--- src/pat_pkg.sv ---
`default_nettype none
package pat_pkg;
   // register word indices, byte address is four times these
   localparam logic [9:0] IDX_DUTY3 = 10'h031;
   localparam logic [9:0] IDX_DUTY0 = 10'h034;
   localparam logic [9:0] IDX_PWMCTL = 10'h035;
   localparam logic [9:0] IDX_CSR = 10'h036;
   localparam logic [9:0] IDX_CAR = 10'h037;
   localparam logic [9:0] IDX_ARR = 10'h038;
   localparam logic [9:0] IDX_ICCSR = 10'h039;
   localparam logic [9:0] IDX_ICR1 = 10'h03a;
   localparam logic [9:0] IDX_ICR2 = 10'h03b;
   // control/status field positions
   localparam int CSR_EXTERNAL_CLOCK_SELECT = 7;
   localparam int CSR_CC_LSB = 4;
   localparam int CSR_TCE = 3;
   localparam int CSR_FORCE_RELOAD = 2;
   localparam int CSR_OIE = 1;
   localparam int CSR_OVF = 0;
   // pwm control field positions
   localparam int PWMCTL_OE_LSB = 4;
   localparam int PWMCTL_OP_LSB = 0;
   // capture control field positions
   localparam int ICCSR_CS_LSB = 4;
   localparam int ICCSR_CIE_LSB = 2;
   localparam int ICCSR_CF_LSB = 0;
   // reset values and counter limits
   localparam logic [7:0] REG_RESET = 8'h00;
   localparam logic [6:0] PRESC_RESET = 7'h00;
   localparam logic [7:0] CNT_TOP = 8'hff;
   localparam logic [6:0] PRESC_FULL = 7'h7f;
endpackage
`default_nettype wire

--- src/pat_edge_sync.sv ---
`default_nettype none
// two-flop synchroniser with edge pulses
module pat_edge_sync (
   input  wire logic clk,
   input  wire logic arst_n,
   input  wire logic pinIn,
   output logic      rise,
   output logic      fall
);
   logic s1_ff; // first stage, read by s2 only
   logic s2_ff; // synchronised level
   logic s3_ff; // previous synchronised level

   // shift chain
   always_ff @(posedge clk or negedge arst_n) begin
      if (!arst_n) begin
         s1_ff <= 1'b0;
         s2_ff <= 1'b0;
         s3_ff <= 1'b0;
      end else begin
         s1_ff <= pinIn;
         s2_ff <= s1_ff;
         s3_ff <= s2_ff;
      end
   end

   // one-cycle edge pulses
   assign rise = s2_ff & ~s3_ff;
   assign fall = ~s2_ff & s3_ff;
endmodule
`default_nettype wire

--- src/pat_pwm_chan.sv ---
`default_nettype none
// one pwm channel: compare shadow and output level
module pat_pwm_chan (
   input  wire logic       clk,
   input  wire logic       arst_n,
   input  wire logic [7:0] cnt,
   input  wire logic [7:0] dutyValue,
   input  wire logic       ovfEvt,
   input  wire logic       polarity,
   input  wire logic       haltMode,
   output logic            pwm_ff
);
   logic [7:0] shadow_ff; // compare shadow, hidden from software

   // shadow reload and output level
   always_ff @(posedge clk or negedge arst_n) begin
      if (!arst_n) begin
         shadow_ff <= pat_pkg::REG_RESET;
         pwm_ff    <= 1'b0;
      end else begin
         if (ovfEvt) begin
            shadow_ff <= dutyValue;
         end
         if (!haltMode) begin
            pwm_ff <= (cnt <= shadow_ff) ^ polarity;
         end
      end
   end
endmodule
`default_nettype wire

--- src/pat_top.sv ---
`default_nettype none
// auto-reload pwm timer with apb slave
module pat_top (
   input  wire logic        clk,
   input  wire logic        arst_n,
   // apb slave
   input  wire logic        psel,
   input  wire logic        penable,
   input  wire logic        pwrite,
   input  wire logic [11:0] paddr,
   input  wire logic [31:0] pwdata,
   output logic      [31:0] prdata,
   output logic             pready,
   output logic             pslverr,
   // system and pins
   input  wire logic        haltMode,
   input  wire logic        extClkIn,
   input  wire logic [1:0]  captureIn,
   output logic      [3:0]  pwmOut,
   output logic      [3:0]  pwmOutEn,
   output logic             ovfIrq,
   output logic             captureIrq,
   output logic             wakeup
);
   // ---------------- registers ----------------
   logic [7:0]  duty_ff [4];     // duty value per channel
   logic [7:0]  pwmCtl_ff;       // enables and polarities
   logic [7:0]  csrCfg_ff;       // stored control bits
   logic        ovf_ff;          // overflow flag
   logic [7:0]  arr_ff;          // auto-reload value
   logic [7:0]  cnt_ff;          // live counter
   logic [6:0]  presc_ff;        // hidden prescaler
   logic [1:0]  capEdge_ff;      // edge select per capture
   logic [1:0]  capIe_ff;        // capture irq enables
   logic [1:0]  capFlag_ff;      // capture flags
   logic [7:0]  capVal_ff [2];   // captured values
   logic [1:0]  capPrev_ff;      // raw pin history for wake
   logic [31:0] prdata_ff;       // read data
   logic        pready_ff;       // access phase ready
   logic        pslverr_ff;      // unmapped answer
   logic        ovfIrq_ff;       // overflow request
   logic        capIrq_ff;       // capture request
   logic        wake_ff;         // halt wake request

   // ---------------- apb decode ----------------
   wire       setupPh  = psel & ~penable;
   wire       accDone  = psel & penable & pready_ff & ~pslverr_ff;
   wire       wrDone   = accDone & pwrite;
   wire       rdDone   = accDone & ~pwrite;
   wire [9:0] wordIdx  = paddr[11:2];
   wire       aligned  = (paddr[1:0] == 2'b00);
   wire       hitPwm   = aligned & (wordIdx == pat_pkg::IDX_PWMCTL);
   wire       hitCsr   = aligned & (wordIdx == pat_pkg::IDX_CSR);
   wire       hitCar   = aligned & (wordIdx == pat_pkg::IDX_CAR);
   wire       hitArr   = aligned & (wordIdx == pat_pkg::IDX_ARR);
   wire       hitIccsr = aligned & (wordIdx == pat_pkg::IDX_ICCSR);
   wire [1:0] hitIcr   = {aligned & (wordIdx == pat_pkg::IDX_ICR2),
                          aligned & (wordIdx == pat_pkg::IDX_ICR1)};
   wire [3:0] hitDuty;
   wire       anyDuty  = |hitDuty;
   wire       mapped   = anyDuty | hitPwm | hitCsr | hitCar | hitArr | hitIccsr | (|hitIcr);

   // duty registers sit in reverse channel order
   genvar k;
   generate
      for (k = 0; k < 4; k++) begin : g_dutyHit
         assign hitDuty[k] = aligned & (wordIdx == (pat_pkg::IDX_DUTY0 - 10'(k)));
      end
   endgenerate

   // ---------------- field views ----------------
   wire       external_clock_select  = csrCfg_ff[pat_pkg::CSR_EXTERNAL_CLOCK_SELECT];
   wire [2:0] cc    = csrCfg_ff[pat_pkg::CSR_CC_LSB +: 3];
   wire       counter_run_enable   = csrCfg_ff[pat_pkg::CSR_TCE];
   wire       overflow_irq_enable   = csrCfg_ff[pat_pkg::CSR_OIE];
   wire [3:0] pol   = pwmCtl_ff[pat_pkg::PWMCTL_OP_LSB +: 4];

   // ---------------- read mux ----------------
   wire [7:0] dutyRd = ({8{hitDuty[0]}} & duty_ff[0]) | ({8{hitDuty[1]}} & duty_ff[1]) |
                       ({8{hitDuty[2]}} & duty_ff[2]) | ({8{hitDuty[3]}} & duty_ff[3]);
   // force reload reads as zero
   wire [7:0] csrRd  = {csrCfg_ff[7:3], 1'b0, overflow_irq_enable, ovf_ff};
   wire [7:0] iccsrRd = {2'b00, capEdge_ff, capIe_ff, capFlag_ff};
   wire [7:0] rdMux  = anyDuty   ? dutyRd :
                       hitPwm    ? pwmCtl_ff :
                       hitCsr    ? csrRd :
                       hitCar    ? cnt_ff :
                       hitArr    ? arr_ff :
                       hitIccsr  ? iccsrRd :
                       hitIcr[0] ? capVal_ff[0] :
                       hitIcr[1] ? capVal_ff[1] : 8'h00;

   // ---------------- software strobes ----------------
   wire       swCarWr = wrDone & hitCar;
   wire       swForce = wrDone & hitCsr & pwdata[pat_pkg::CSR_FORCE_RELOAD];
   wire       swLoad  = swCarWr | swForce;
   wire       rdCsr   = rdDone & hitCsr;
   wire [1:0] rdIcr   = {2{rdDone}} & hitIcr;

   // ---------------- prescaler and counter ----------------
   logic extRise; // synchronised external clock edge
   pat_edge_sync u_extSync (
      .clk    (clk),
      .arst_n (arst_n),
      .pinIn  (extClkIn),
      .rise   (extRise),
      .fall   ()
   );

   wire       run     = counter_run_enable & ~haltMode;
   wire       inTick  = external_clock_select ? extRise : 1'b1;
   wire [6:0] divMask = pat_pkg::PRESC_FULL >> (3'd7 - cc);
   wire       cntTick = run & inTick & ((presc_ff & divMask) == divMask);
   wire       atTop   = (cnt_ff == pat_pkg::CNT_TOP);
   wire       ovfEvt  = cntTick & atTop & ~swLoad;

   wire [6:0] nxt_presc = swLoad        ? pat_pkg::PRESC_RESET :
                          (run & inTick) ? presc_ff + 7'h01 : presc_ff;
   wire [7:0] nxt_cnt   = swCarWr ? pwdata[7:0] :
                          swForce ? arr_ff :
                          ovfEvt  ? arr_ff :
                          cntTick ? cnt_ff + 8'h01 : cnt_ff;

   // counter state
   always_ff @(posedge clk or negedge arst_n) begin
      if (!arst_n) begin
         presc_ff <= pat_pkg::PRESC_RESET;
         cnt_ff   <= pat_pkg::REG_RESET;
      end else begin
         presc_ff <= nxt_presc;
         cnt_ff   <= nxt_cnt;
      end
   end

   // ---------------- configuration registers ----------------
   always_ff @(posedge clk or negedge arst_n) begin
      if (!arst_n) begin
         pwmCtl_ff  <= pat_pkg::REG_RESET;
         csrCfg_ff  <= pat_pkg::REG_RESET;
         arr_ff     <= pat_pkg::REG_RESET;
         capEdge_ff <= 2'b00;
         capIe_ff   <= 2'b00;
      end else if (wrDone) begin
         if (hitPwm) begin
            pwmCtl_ff <= pwdata[7:0];
         end
         if (hitCsr) begin
            // keep only stored bits, flag is hardware owned
            csrCfg_ff <= {pwdata[7:3], 1'b0, pwdata[pat_pkg::CSR_OIE], 1'b0};
         end
         if (hitArr) begin
            arr_ff <= pwdata[7:0];
         end
         if (hitIccsr) begin
            capEdge_ff <= pwdata[pat_pkg::ICCSR_CS_LSB +: 2];
            capIe_ff   <= pwdata[pat_pkg::ICCSR_CIE_LSB +: 2];
         end
      end
   end

   // duty value registers
   generate
      for (k = 0; k < 4; k++) begin : g_duty
         always_ff @(posedge clk or negedge arst_n) begin
            if (!arst_n) begin
               duty_ff[k] <= pat_pkg::REG_RESET;
            end else if (wrDone && hitDuty[k]) begin
               duty_ff[k] <= pwdata[7:0];
            end
         end
         // compare shadow and output
         pat_pwm_chan u_chan (
            .clk       (clk),
            .arst_n    (arst_n),
            .cnt       (cnt_ff),
            .dutyValue (duty_ff[k]),
            .ovfEvt    (ovfEvt),
            .polarity  (pol[k]),
            .haltMode  (haltMode),
            .pwm_ff    (pwmOut[k])
         );
      end
   endgenerate

   // ---------------- overflow flag ----------------
   // set wins over read clear
   wire nxt_ovf = ovfEvt | (ovf_ff & ~rdCsr);

   // ---------------- captures ----------------
   logic [1:0] capRise;   // synchronised rising edges
   logic [1:0] capFall;   // synchronised falling edges
   logic [1:0] capLatch;  // capture taken this cycle
   logic [1:0] rawEdge;   // unsynchronised pin edge
   genvar c;
   generate
      for (c = 0; c < 2; c++) begin : g_cap
         pat_edge_sync u_capSync (
            .clk    (clk),
            .arst_n (arst_n),
            .pinIn  (captureIn[c]),
            .rise   (capRise[c]),
            .fall   (capFall[c])
         );
         // edge select, halt inhibit, blocked while flag held
         assign capLatch[c] = (capEdge_ff[c] ? capRise[c] : capFall[c]) & ~haltMode &
                              (~capFlag_ff[c] | rdIcr[c]);
         assign rawEdge[c] = capEdge_ff[c] ? (captureIn[c] & ~capPrev_ff[c])
                                           : (~captureIn[c] & capPrev_ff[c]);
         // captured value and flag
         always_ff @(posedge clk or negedge arst_n) begin
            if (!arst_n) begin
               capVal_ff[c]  <= pat_pkg::REG_RESET;
               capFlag_ff[c] <= 1'b0;
            end else begin
               if (capLatch[c]) begin
                  capVal_ff[c] <= cnt_ff;
               end
               capFlag_ff[c] <= capLatch[c] | (capFlag_ff[c] & ~rdIcr[c]);
            end
         end

      end
   endgenerate

   // ---------------- requests and apb answer ----------------
   always_ff @(posedge clk or negedge arst_n) begin
      if (!arst_n) begin
         ovf_ff     <= 1'b0;
         capPrev_ff <= 2'b00;
         ovfIrq_ff  <= 1'b0;
         capIrq_ff  <= 1'b0;
         wake_ff    <= 1'b0;
         prdata_ff  <= 32'h0000_0000;
         pready_ff  <= 1'b0;
         pslverr_ff <= 1'b0;
      end else begin
         ovf_ff     <= nxt_ovf;
         capPrev_ff <= captureIn;
         ovfIrq_ff  <= nxt_ovf & overflow_irq_enable;
         capIrq_ff  <= |(capIe_ff & (capFlag_ff | capLatch));
         wake_ff    <= haltMode & (|(capIe_ff & rawEdge));
         pready_ff  <= setupPh;
         pslverr_ff <= setupPh & ~mapped;
         if (setupPh) begin
            prdata_ff <= {24'h00_0000, rdMux};
         end
      end
   end

   // ---------------- outputs ----------------
   assign prdata     = prdata_ff;
   assign pready     = pready_ff;
   assign pslverr    = pslverr_ff;
   assign pwmOutEn   = pwmCtl_ff[pat_pkg::PWMCTL_OE_LSB +: 4];
   assign ovfIrq     = ovfIrq_ff;
   assign captureIrq = capIrq_ff;
   assign wakeup     = wake_ff;
endmodule
`default_nettype wire

--- config.mk ---
export PLATFORM = sky130hd
export DESIGN_NAME = pat_top
export DESIGN_NICKNAME = d
export VERILOG_FILES = /design/src/pat_pkg.sv /design/src/pat_edge_sync.sv /design/src/pat_pwm_chan.sv /design/src/pat_top.sv
export SDC_FILE = /design/constraint.sdc
export NUM_CORES = 1
export LEC_CHECK = 0
export BUFFER_PORTS_ARGS = -buffer_cell sky130_fd_sc_hd__buf_2
export CAP_MARGIN = 20
export CORE_UTILIZATION = 30
export CTS_CLUSTER_DIAMETER = 150
export DETAILED_ROUTE_END_ITERATION = 12
export PLACE_DENSITY = 0.51
export SYNTH_ARGS = -nofsm -noshare
export SYNTH_HDL_FRONTEND = slang
export SYNTH_SLANG_ARGS = --single-unit
--- constraint.sdc ---
create_clock -name clk -period 2.27 [get_ports clk]
set_input_delay 0.1135 -clock clk [delete_from_list [all_inputs] [get_ports clk]]
set_output_delay 0.1135 -clock clk [all_outputs]
set_load 0.05 [all_outputs]
Yosys cells after proc, flatten, opt, wreduce, memory -nomap -nowiden:

Cells that the tools add are included.

* add/subtract/negate cells: 3
* magnitude comparators: 4
* eq/ne operators: 13
* shift operators: 1
* multiplexer cells: 19
* bitwise gates (word level): 93
* reductions and logical operators: 15

Operator list (count)
* $eq 10x6->1 const B: 11
* $mux 8: 12
* $and 1x1->1: 45
* $and 8x8->8: 4
* $le 8x8->1: 4
* $or 8x8->8: 3
* $not 1->1: 20
* $mux 7: 2
* $or 1x1->1: 12
* $add 8x1->8 const B: 1
* $eq 8x8->1 const B: 1
* $reduce_and 2->1: 4
* $add 7x1->7 const B: 1
* $and 7x7->7: 1
* $eq 7x7->1: 1
* $shr 7x3->7 const A: 1
* $and 2x2->2: 3
* $reduce_or 2->1: 3
* $mux 1: 5
* $logic_and 1x1->1: 4
* $reduce_bool 4->1: 1
* $reduce_or 4->1: 1
* $xor 1x1->1: 4
* $sub 3x3->3 const A: 1
* other kinds (3): 3

* register bits after elaboration: 152
* input port bits: 53

Longest topological paths before layout:

* depth after elaboration: 12
* depth in mapped cells: 9

Hierarchy:

From an unflattened synthesis, not the netlist that was laid out.

* cell total of the unflattened synthesis: 758
* area total of the unflattened synthesis: 8100.3 µm²

By module, submodules not included
* pat_top: times used 1, cells each 511, area each 5667.9 µm²
* pat_pwm_chan: times used 4, cells each 58, area each 540.5 µm²
* pat_edge_sync: times used 3, cells each 5, area each 90.1 µm²

Worst setup path after synthesis:

No wires, ideal clock.

* kind: register -> register
* from: reg pready_ff (netlist: pready)
* to: reg g_duty[0].u_chan.shadow_ff[0]
* library setup time: 0.125 ns
* arrival time: 2.262 ns
* slack: -0.117 ns
* cell stages (with the launch flop): 8
* path buffers: 2
* clock period less this slack: 2.387 ns
* cell sequence: dfrtp_1 -> and4b_1 -> nand2_1 -> or4_1 -> or4b_1 -> buf_6 -> buf_8 -> mux2_4

* cells in the longest elaborated chain, start to end: 8

Ends and longest elaborated chain
* from (decl): line pat_top.sv:39 `logic pready_ff;`
* from (signal assigned): line pat_top.sv:242 `pready_ff <= setupPh;`
* $and 1x1->1 * (2 in a row): line pat_top.sv:47 `wire accDone = psel & penable & pready_ff & ~pslverr_ff;`
* $and 1x1->1 *: line pat_top.sv:48 `wire wrDone = accDone & pwrite;`
* $and 1x1->1 (2 in a row): line pat_top.sv:95 `wire swForce = wrDone & hitCsr & pwdata[pat_pkg::CSR_FORCE_RELOAD];`
* $or 1x1->1 *: line pat_top.sv:96 `wire swLoad = swCarWr | swForce;`
* $not 1->1 *: line pat_top.sv:115 `wire ovfEvt = cntTick & atTop & ~swLoad;`
* $and 1x1->1 *: line pat_top.sv:115
* to (signal assigned): line pat_pwm_chan.sv:18 `shadow_ff <= pat_pkg::REG_RESET;`
* to (signal assigned): line pat_pwm_chan.sv:22 `shadow_ff <= dutyValue;`
* to (decl): line pat_pwm_chan.sv:13 `logic [7:0] shadow_ff;`

Mark *: on every way between the ends. The rest lies on a longest branch, timed or not.
A chain may end at the register's enable or synchronous reset.

Final worst setup path:

* from: reg pslverr_ff (netlist: pslverr)
* to: reg g_duty[3].u_chan.shadow_ff[0]

* cells in the longest elaborated chain, start to end: 8

Ends and longest elaborated chain
* from (decl): line pat_top.sv:40 `logic pslverr_ff;`
* from (signal assigned): line pat_top.sv:243 `pslverr_ff <= setupPh & ~mapped;`
* $not 1->1 *: line pat_top.sv:47
* $and 1x1->1 *: line pat_top.sv:47
* $and 1x1->1 *: line pat_top.sv:48
* $and 1x1->1 (2 in a row): line pat_top.sv:95
* $or 1x1->1 *: line pat_top.sv:96
* $not 1->1 *: line pat_top.sv:115
* $and 1x1->1 *: line pat_top.sv:115
* to (signal assigned): line pat_pwm_chan.sv:18
* to (signal assigned): line pat_pwm_chan.sv:22
* to (decl): line pat_pwm_chan.sv:13

Marked as above.

==> results by group <==
Floorplanning
  – Row Count: 59
  – # IOs: 98
  – CORE AREA: 0.02635 sq mm
  – Starting Density: 0.3094
  – Die Area: 0.02784 sq mm
  – Die Y: 166.9 microns
  – Chip Width: 166.9 microns

Setup path
  – Critical path class: flip-flop to flip-flop
  – RR Startpoint: pslverr
  – CP Launch Type: flip-flop
  – CP arrival: 2.53 ns
  – Worst setup EP type: flip-flop
  – Critical Path RT: 2.58 ns
  – Worst reg-to-reg setup slack: 0.05 ns
  – R2R depth: 6
  – Max FO, Critical Path: 24
  – Worst r2r dst: g_duty[3].u_chan.shadow_ff[0]

Pwr
  – Leak Pwr: 4.681 nW
  – Comb pwr share: 0.069
  – PD cells: 637.5 mW/mm^2
  – P_sw: 1.589 mW
  – Net Sw Frac: 0.2589
  – Total power: 6.137 mW
  – Maximum vdd drop: 321.2 uV
  – Share of power burned in registers: 0.442
  – Clk network pwr share: 0.489
  – Internal power: 4.548 mW

Yosys
  – Async set or reset register ratio after synthesis: 1.000
  – Sequential area share after synthesis: 0.4603
  – Synth Cell Area: 0.008154 sq mm
  – Synth cell count leaders: dfrtp_1, mux2_2, nand2_1, inv_1, o21ai_0
  – Most common cell in the netlist: dfrtp_1
  – Post-Syn Instances: 713
  – Top post-synthesis cells by area: dfrtp_1, mux2_2, ha_1, mux2_4, buf_4
  – Post-synth EDFFs: 0
  – Biggest area consumer among synthesized cells: dfrtp_1
  – Synth top area share: 0.4603
  – Synth Flop Type: dfrtp_1
  – Syn. warnings: 0
  – Synthesized area per cell: 11.44 sq um
  – Netlist cell types: 71
  – FF+latch count, synth: 150

Min path
  – Hold-critical path depth: 3
  – WHS Endpoint: cnt_ff[1]
  – Hold path start: pwdata[1]
  – HP Class: primary input to flip-flop

STA
  – Slew Viols, Final: 0
  – Hold Violations, Final: 0
  – RSZ-0062 raised after global routing: false
  – Slew @ Worst Pin: 0.5320 ns
  – FMAX: 450.3 MHz
  – Setup Skew: 0.01831 ns
  – Crit share post-route: 0.9783
  – Worst slew margin: 0.6454
  – Final Critical Period: 2.221 ns
  – Endpoints failing setup: 0
  – Post-Route Setup TNS: 0 ns

Routing
  – Drt via density: 5.064
  – TritonRoute pass-1 iters: 5
  – Via Count: 5,834
  – Post-route ant nets: 0
  – Initial DRC count: 280
  – Detailed Route WL: 22,370 microns
  – Drc violations: 0
  – Detailed-route wire length per cell: 19.42 microns

Placement
  – Post-detail-place hpwl: 16,170 microns
  – DP Area: 0.008961 sq mm
  – Inst Count DP: 1,116
  – GP Congestion: 0.8195
  – Port bufs: 49

Global routing
  – GRT Total Usage: 0.1690
  – Total grt overflow: 0
  – First-pass GRT wire length: 35,030 microns
  – Initial antenna violation count: 0
  – Vias in the first global route: 5,803
  – Largest net degree at the start of global routing: 68

Finish
  – Final std cells w/o fill: 1,152
  – Post-route cell area: 0.009625 sq mm
  – Synth-to-layout area growth: 18.05%
  – Fin nets: 891
  – Share of cells above drive strength 1: 0.3293
  – Final core occ: 0.3652
  – ANT cells: 0

Status
  – Status: finished clean

Clock network
  – Clk buf depth: 2
  – Clock tree from TritonCTS: built
  – H-tree levels: 4
  – Total CTS buffers: 17
  – CTS root buffer: clkbuf_16
  – Clk_lat worst skew: 0.43 ns
  – Worst-path clk slew: 0.06 ns
  – CTS sink count: 150
  – Setup Buffers After CTS: 0

Flow run
  – Max Cap Violations: 0
-- placed cells by master, fill, tap and decap left out, types with 4 or more instances in the layout --
cell / synthesis / routed
conb_1: 1 / 24
o21ai_0: 36 / 36
inv_6: 0 / 6
nor3_2: 5 / 5
dfrtp_1: 150 / 148
inv_1: 38 / 38
nand2_1: 47 / 46
or3_1: 4 / 4
nand4_1: 9 / 9
nor3_1: 8 / 8
a22oi_1: 13 / 13
xor2_1: 5 / 5
ha_1: 34 / 34
mux2i_1: 17 / 17
o21ai_1: 6 / 6
clkbuf_16: 0 / 17
buf_2: 10 / 48
mux2_2: 80 / 80
mux2_4: 27 / 27
dlygate4sd3_1: 0 / 4
a31oi_1: 8 / 8
mux4_2: 6 / 6
and3_1: 4 / 4
nand3_1: 13 / 13
nor2_1: 31 / 31
a21oi_1: 31 / 31
xnor2_1: 9 / 9
buf_4: 28 / 49
nor2b_1: 6 / 6
nand2b_1: 6 / 6
o22ai_1: 6 / 6
-- area by class of cell --
cell class              count  area, sq um
fillers                  2626        16730
multi-input cells         491         3960
flip-flops and latches    150         3756
repair buffers            106        730.7
clock buffers              17        425.4
well taps                 335        419.2
clock inverters            15        191.4
inverters                  38        142.6
-- routing by layer --
| metal | track usage | share of wire | routed length, microns | vias to the layer above |
|---|---|---|---|---|
| met3 | 0.02376 | 0.038 | 845 | 22 |
| met4 | 0.05314 | 0.016 | 352 | 0 |
| li1 | - | - | - | 2709 |
| met5 | 0 | 0 | 0 | - |
| met2 | 0.2707 | 0.48 | 10680 | 145 |
| met1 | 0.2349 | 0.47 | 10490 | 2958 |
-- worst max-delay path: stages, from the launching register on --
cell     delay [ns]
dfrtp_2        0.39
and4b_1        0.29
nand2_2        0.10
or4_1          0.47
or4b_4         0.27
buf_12         0.21
mux2_2         0.35
-- registers in the layout, indices dropped and copies added, names as in the netlist, 4 cells and up --
register	count
duty_ff	32
g_duty.u_chan.shadow_ff	32
capVal_ff	16
arr_ff	8
cnt_ff	8
prdata	8
pwmCtl_ff	8
presc_ff	7
csrCfg_ff	6
g_duty.u_chan.pwm_ff	4
-- repair_timing --
action,CTS,global route
hold buffers,4,0
endpoints found under the hold margin,86,0
resized for setup,0,2
endpoints found under the setup margin,0,32
-- worst max path at each step --
stage            startpoint                       endpoint  slack [ns]  depth (start not counted)
6_report            pslverr  g_duty[3].u_chan.shadow_ff[0]        0.05                          6
5_1_grt             pslverr  g_duty[3].u_chan.shadow_ff[3]        0.03                          6
4_1_cts        csrCfg_ff[5]  g_duty[0].u_chan.shadow_ff[7]       0.005                          6
3_5_place_dp       paddr[1]  g_duty[3].u_chan.shadow_ff[2]        0.01                          8
3_3_place_gp       paddr[1]  g_duty[3].u_chan.shadow_ff[0]        0.02                          8
2_1_floorplan       pslverr  g_duty[0].u_chan.shadow_ff[0]        0.10                          7
-- kinds of logic (layout without fill, tap and decap cells) --
| group | count (synthesis) | count (layout) | synth area share |
|---|---|---|---|
| mux | 130 | 130 | 0.1976 |
| xor+xnor | 14 | 14 | 0.01504 |
| flops | 150 | 150 | 0.4603 |
| simple gates | 153 | 153 | 0.1034 |
| fa+ha+maj | 34 | 34 | 0.05217 |
| compound gates | 136 | 136 | 0.1056 |
| other cells | 1 | 24 | 0.0004599 |
| buf+inv | 95 | 176 | 0.06537 |
-- power groups by stage --
stage | sequential (mW) | combinational (mW) | clock [mW]
floorplan | 2.79 | 0.239 | 0
global placement | 2.76 | 0.423 | 0
detailed placement | 2.76 | 0.422 | 0
CTS | 2.71 | 0.428 | 3.06
global route | 2.71 | 0.456 | 3.19
finish | 2.71 | 0.424 | 3.00
-- through the flow --
step,hold WS (ns),setup WS [ns]
6_report,0.08249,0.04934
5_1_grt,0.09479,0.02995
4_1_cts,0.07559,0.005300
3_5_place_dp,0.03231,0.01221
3_3_place_gp,0.03084,0.02009
2_1_floorplan,-0.1821,0.1010
Note: power is estimated with default switching activity, not from simulation.
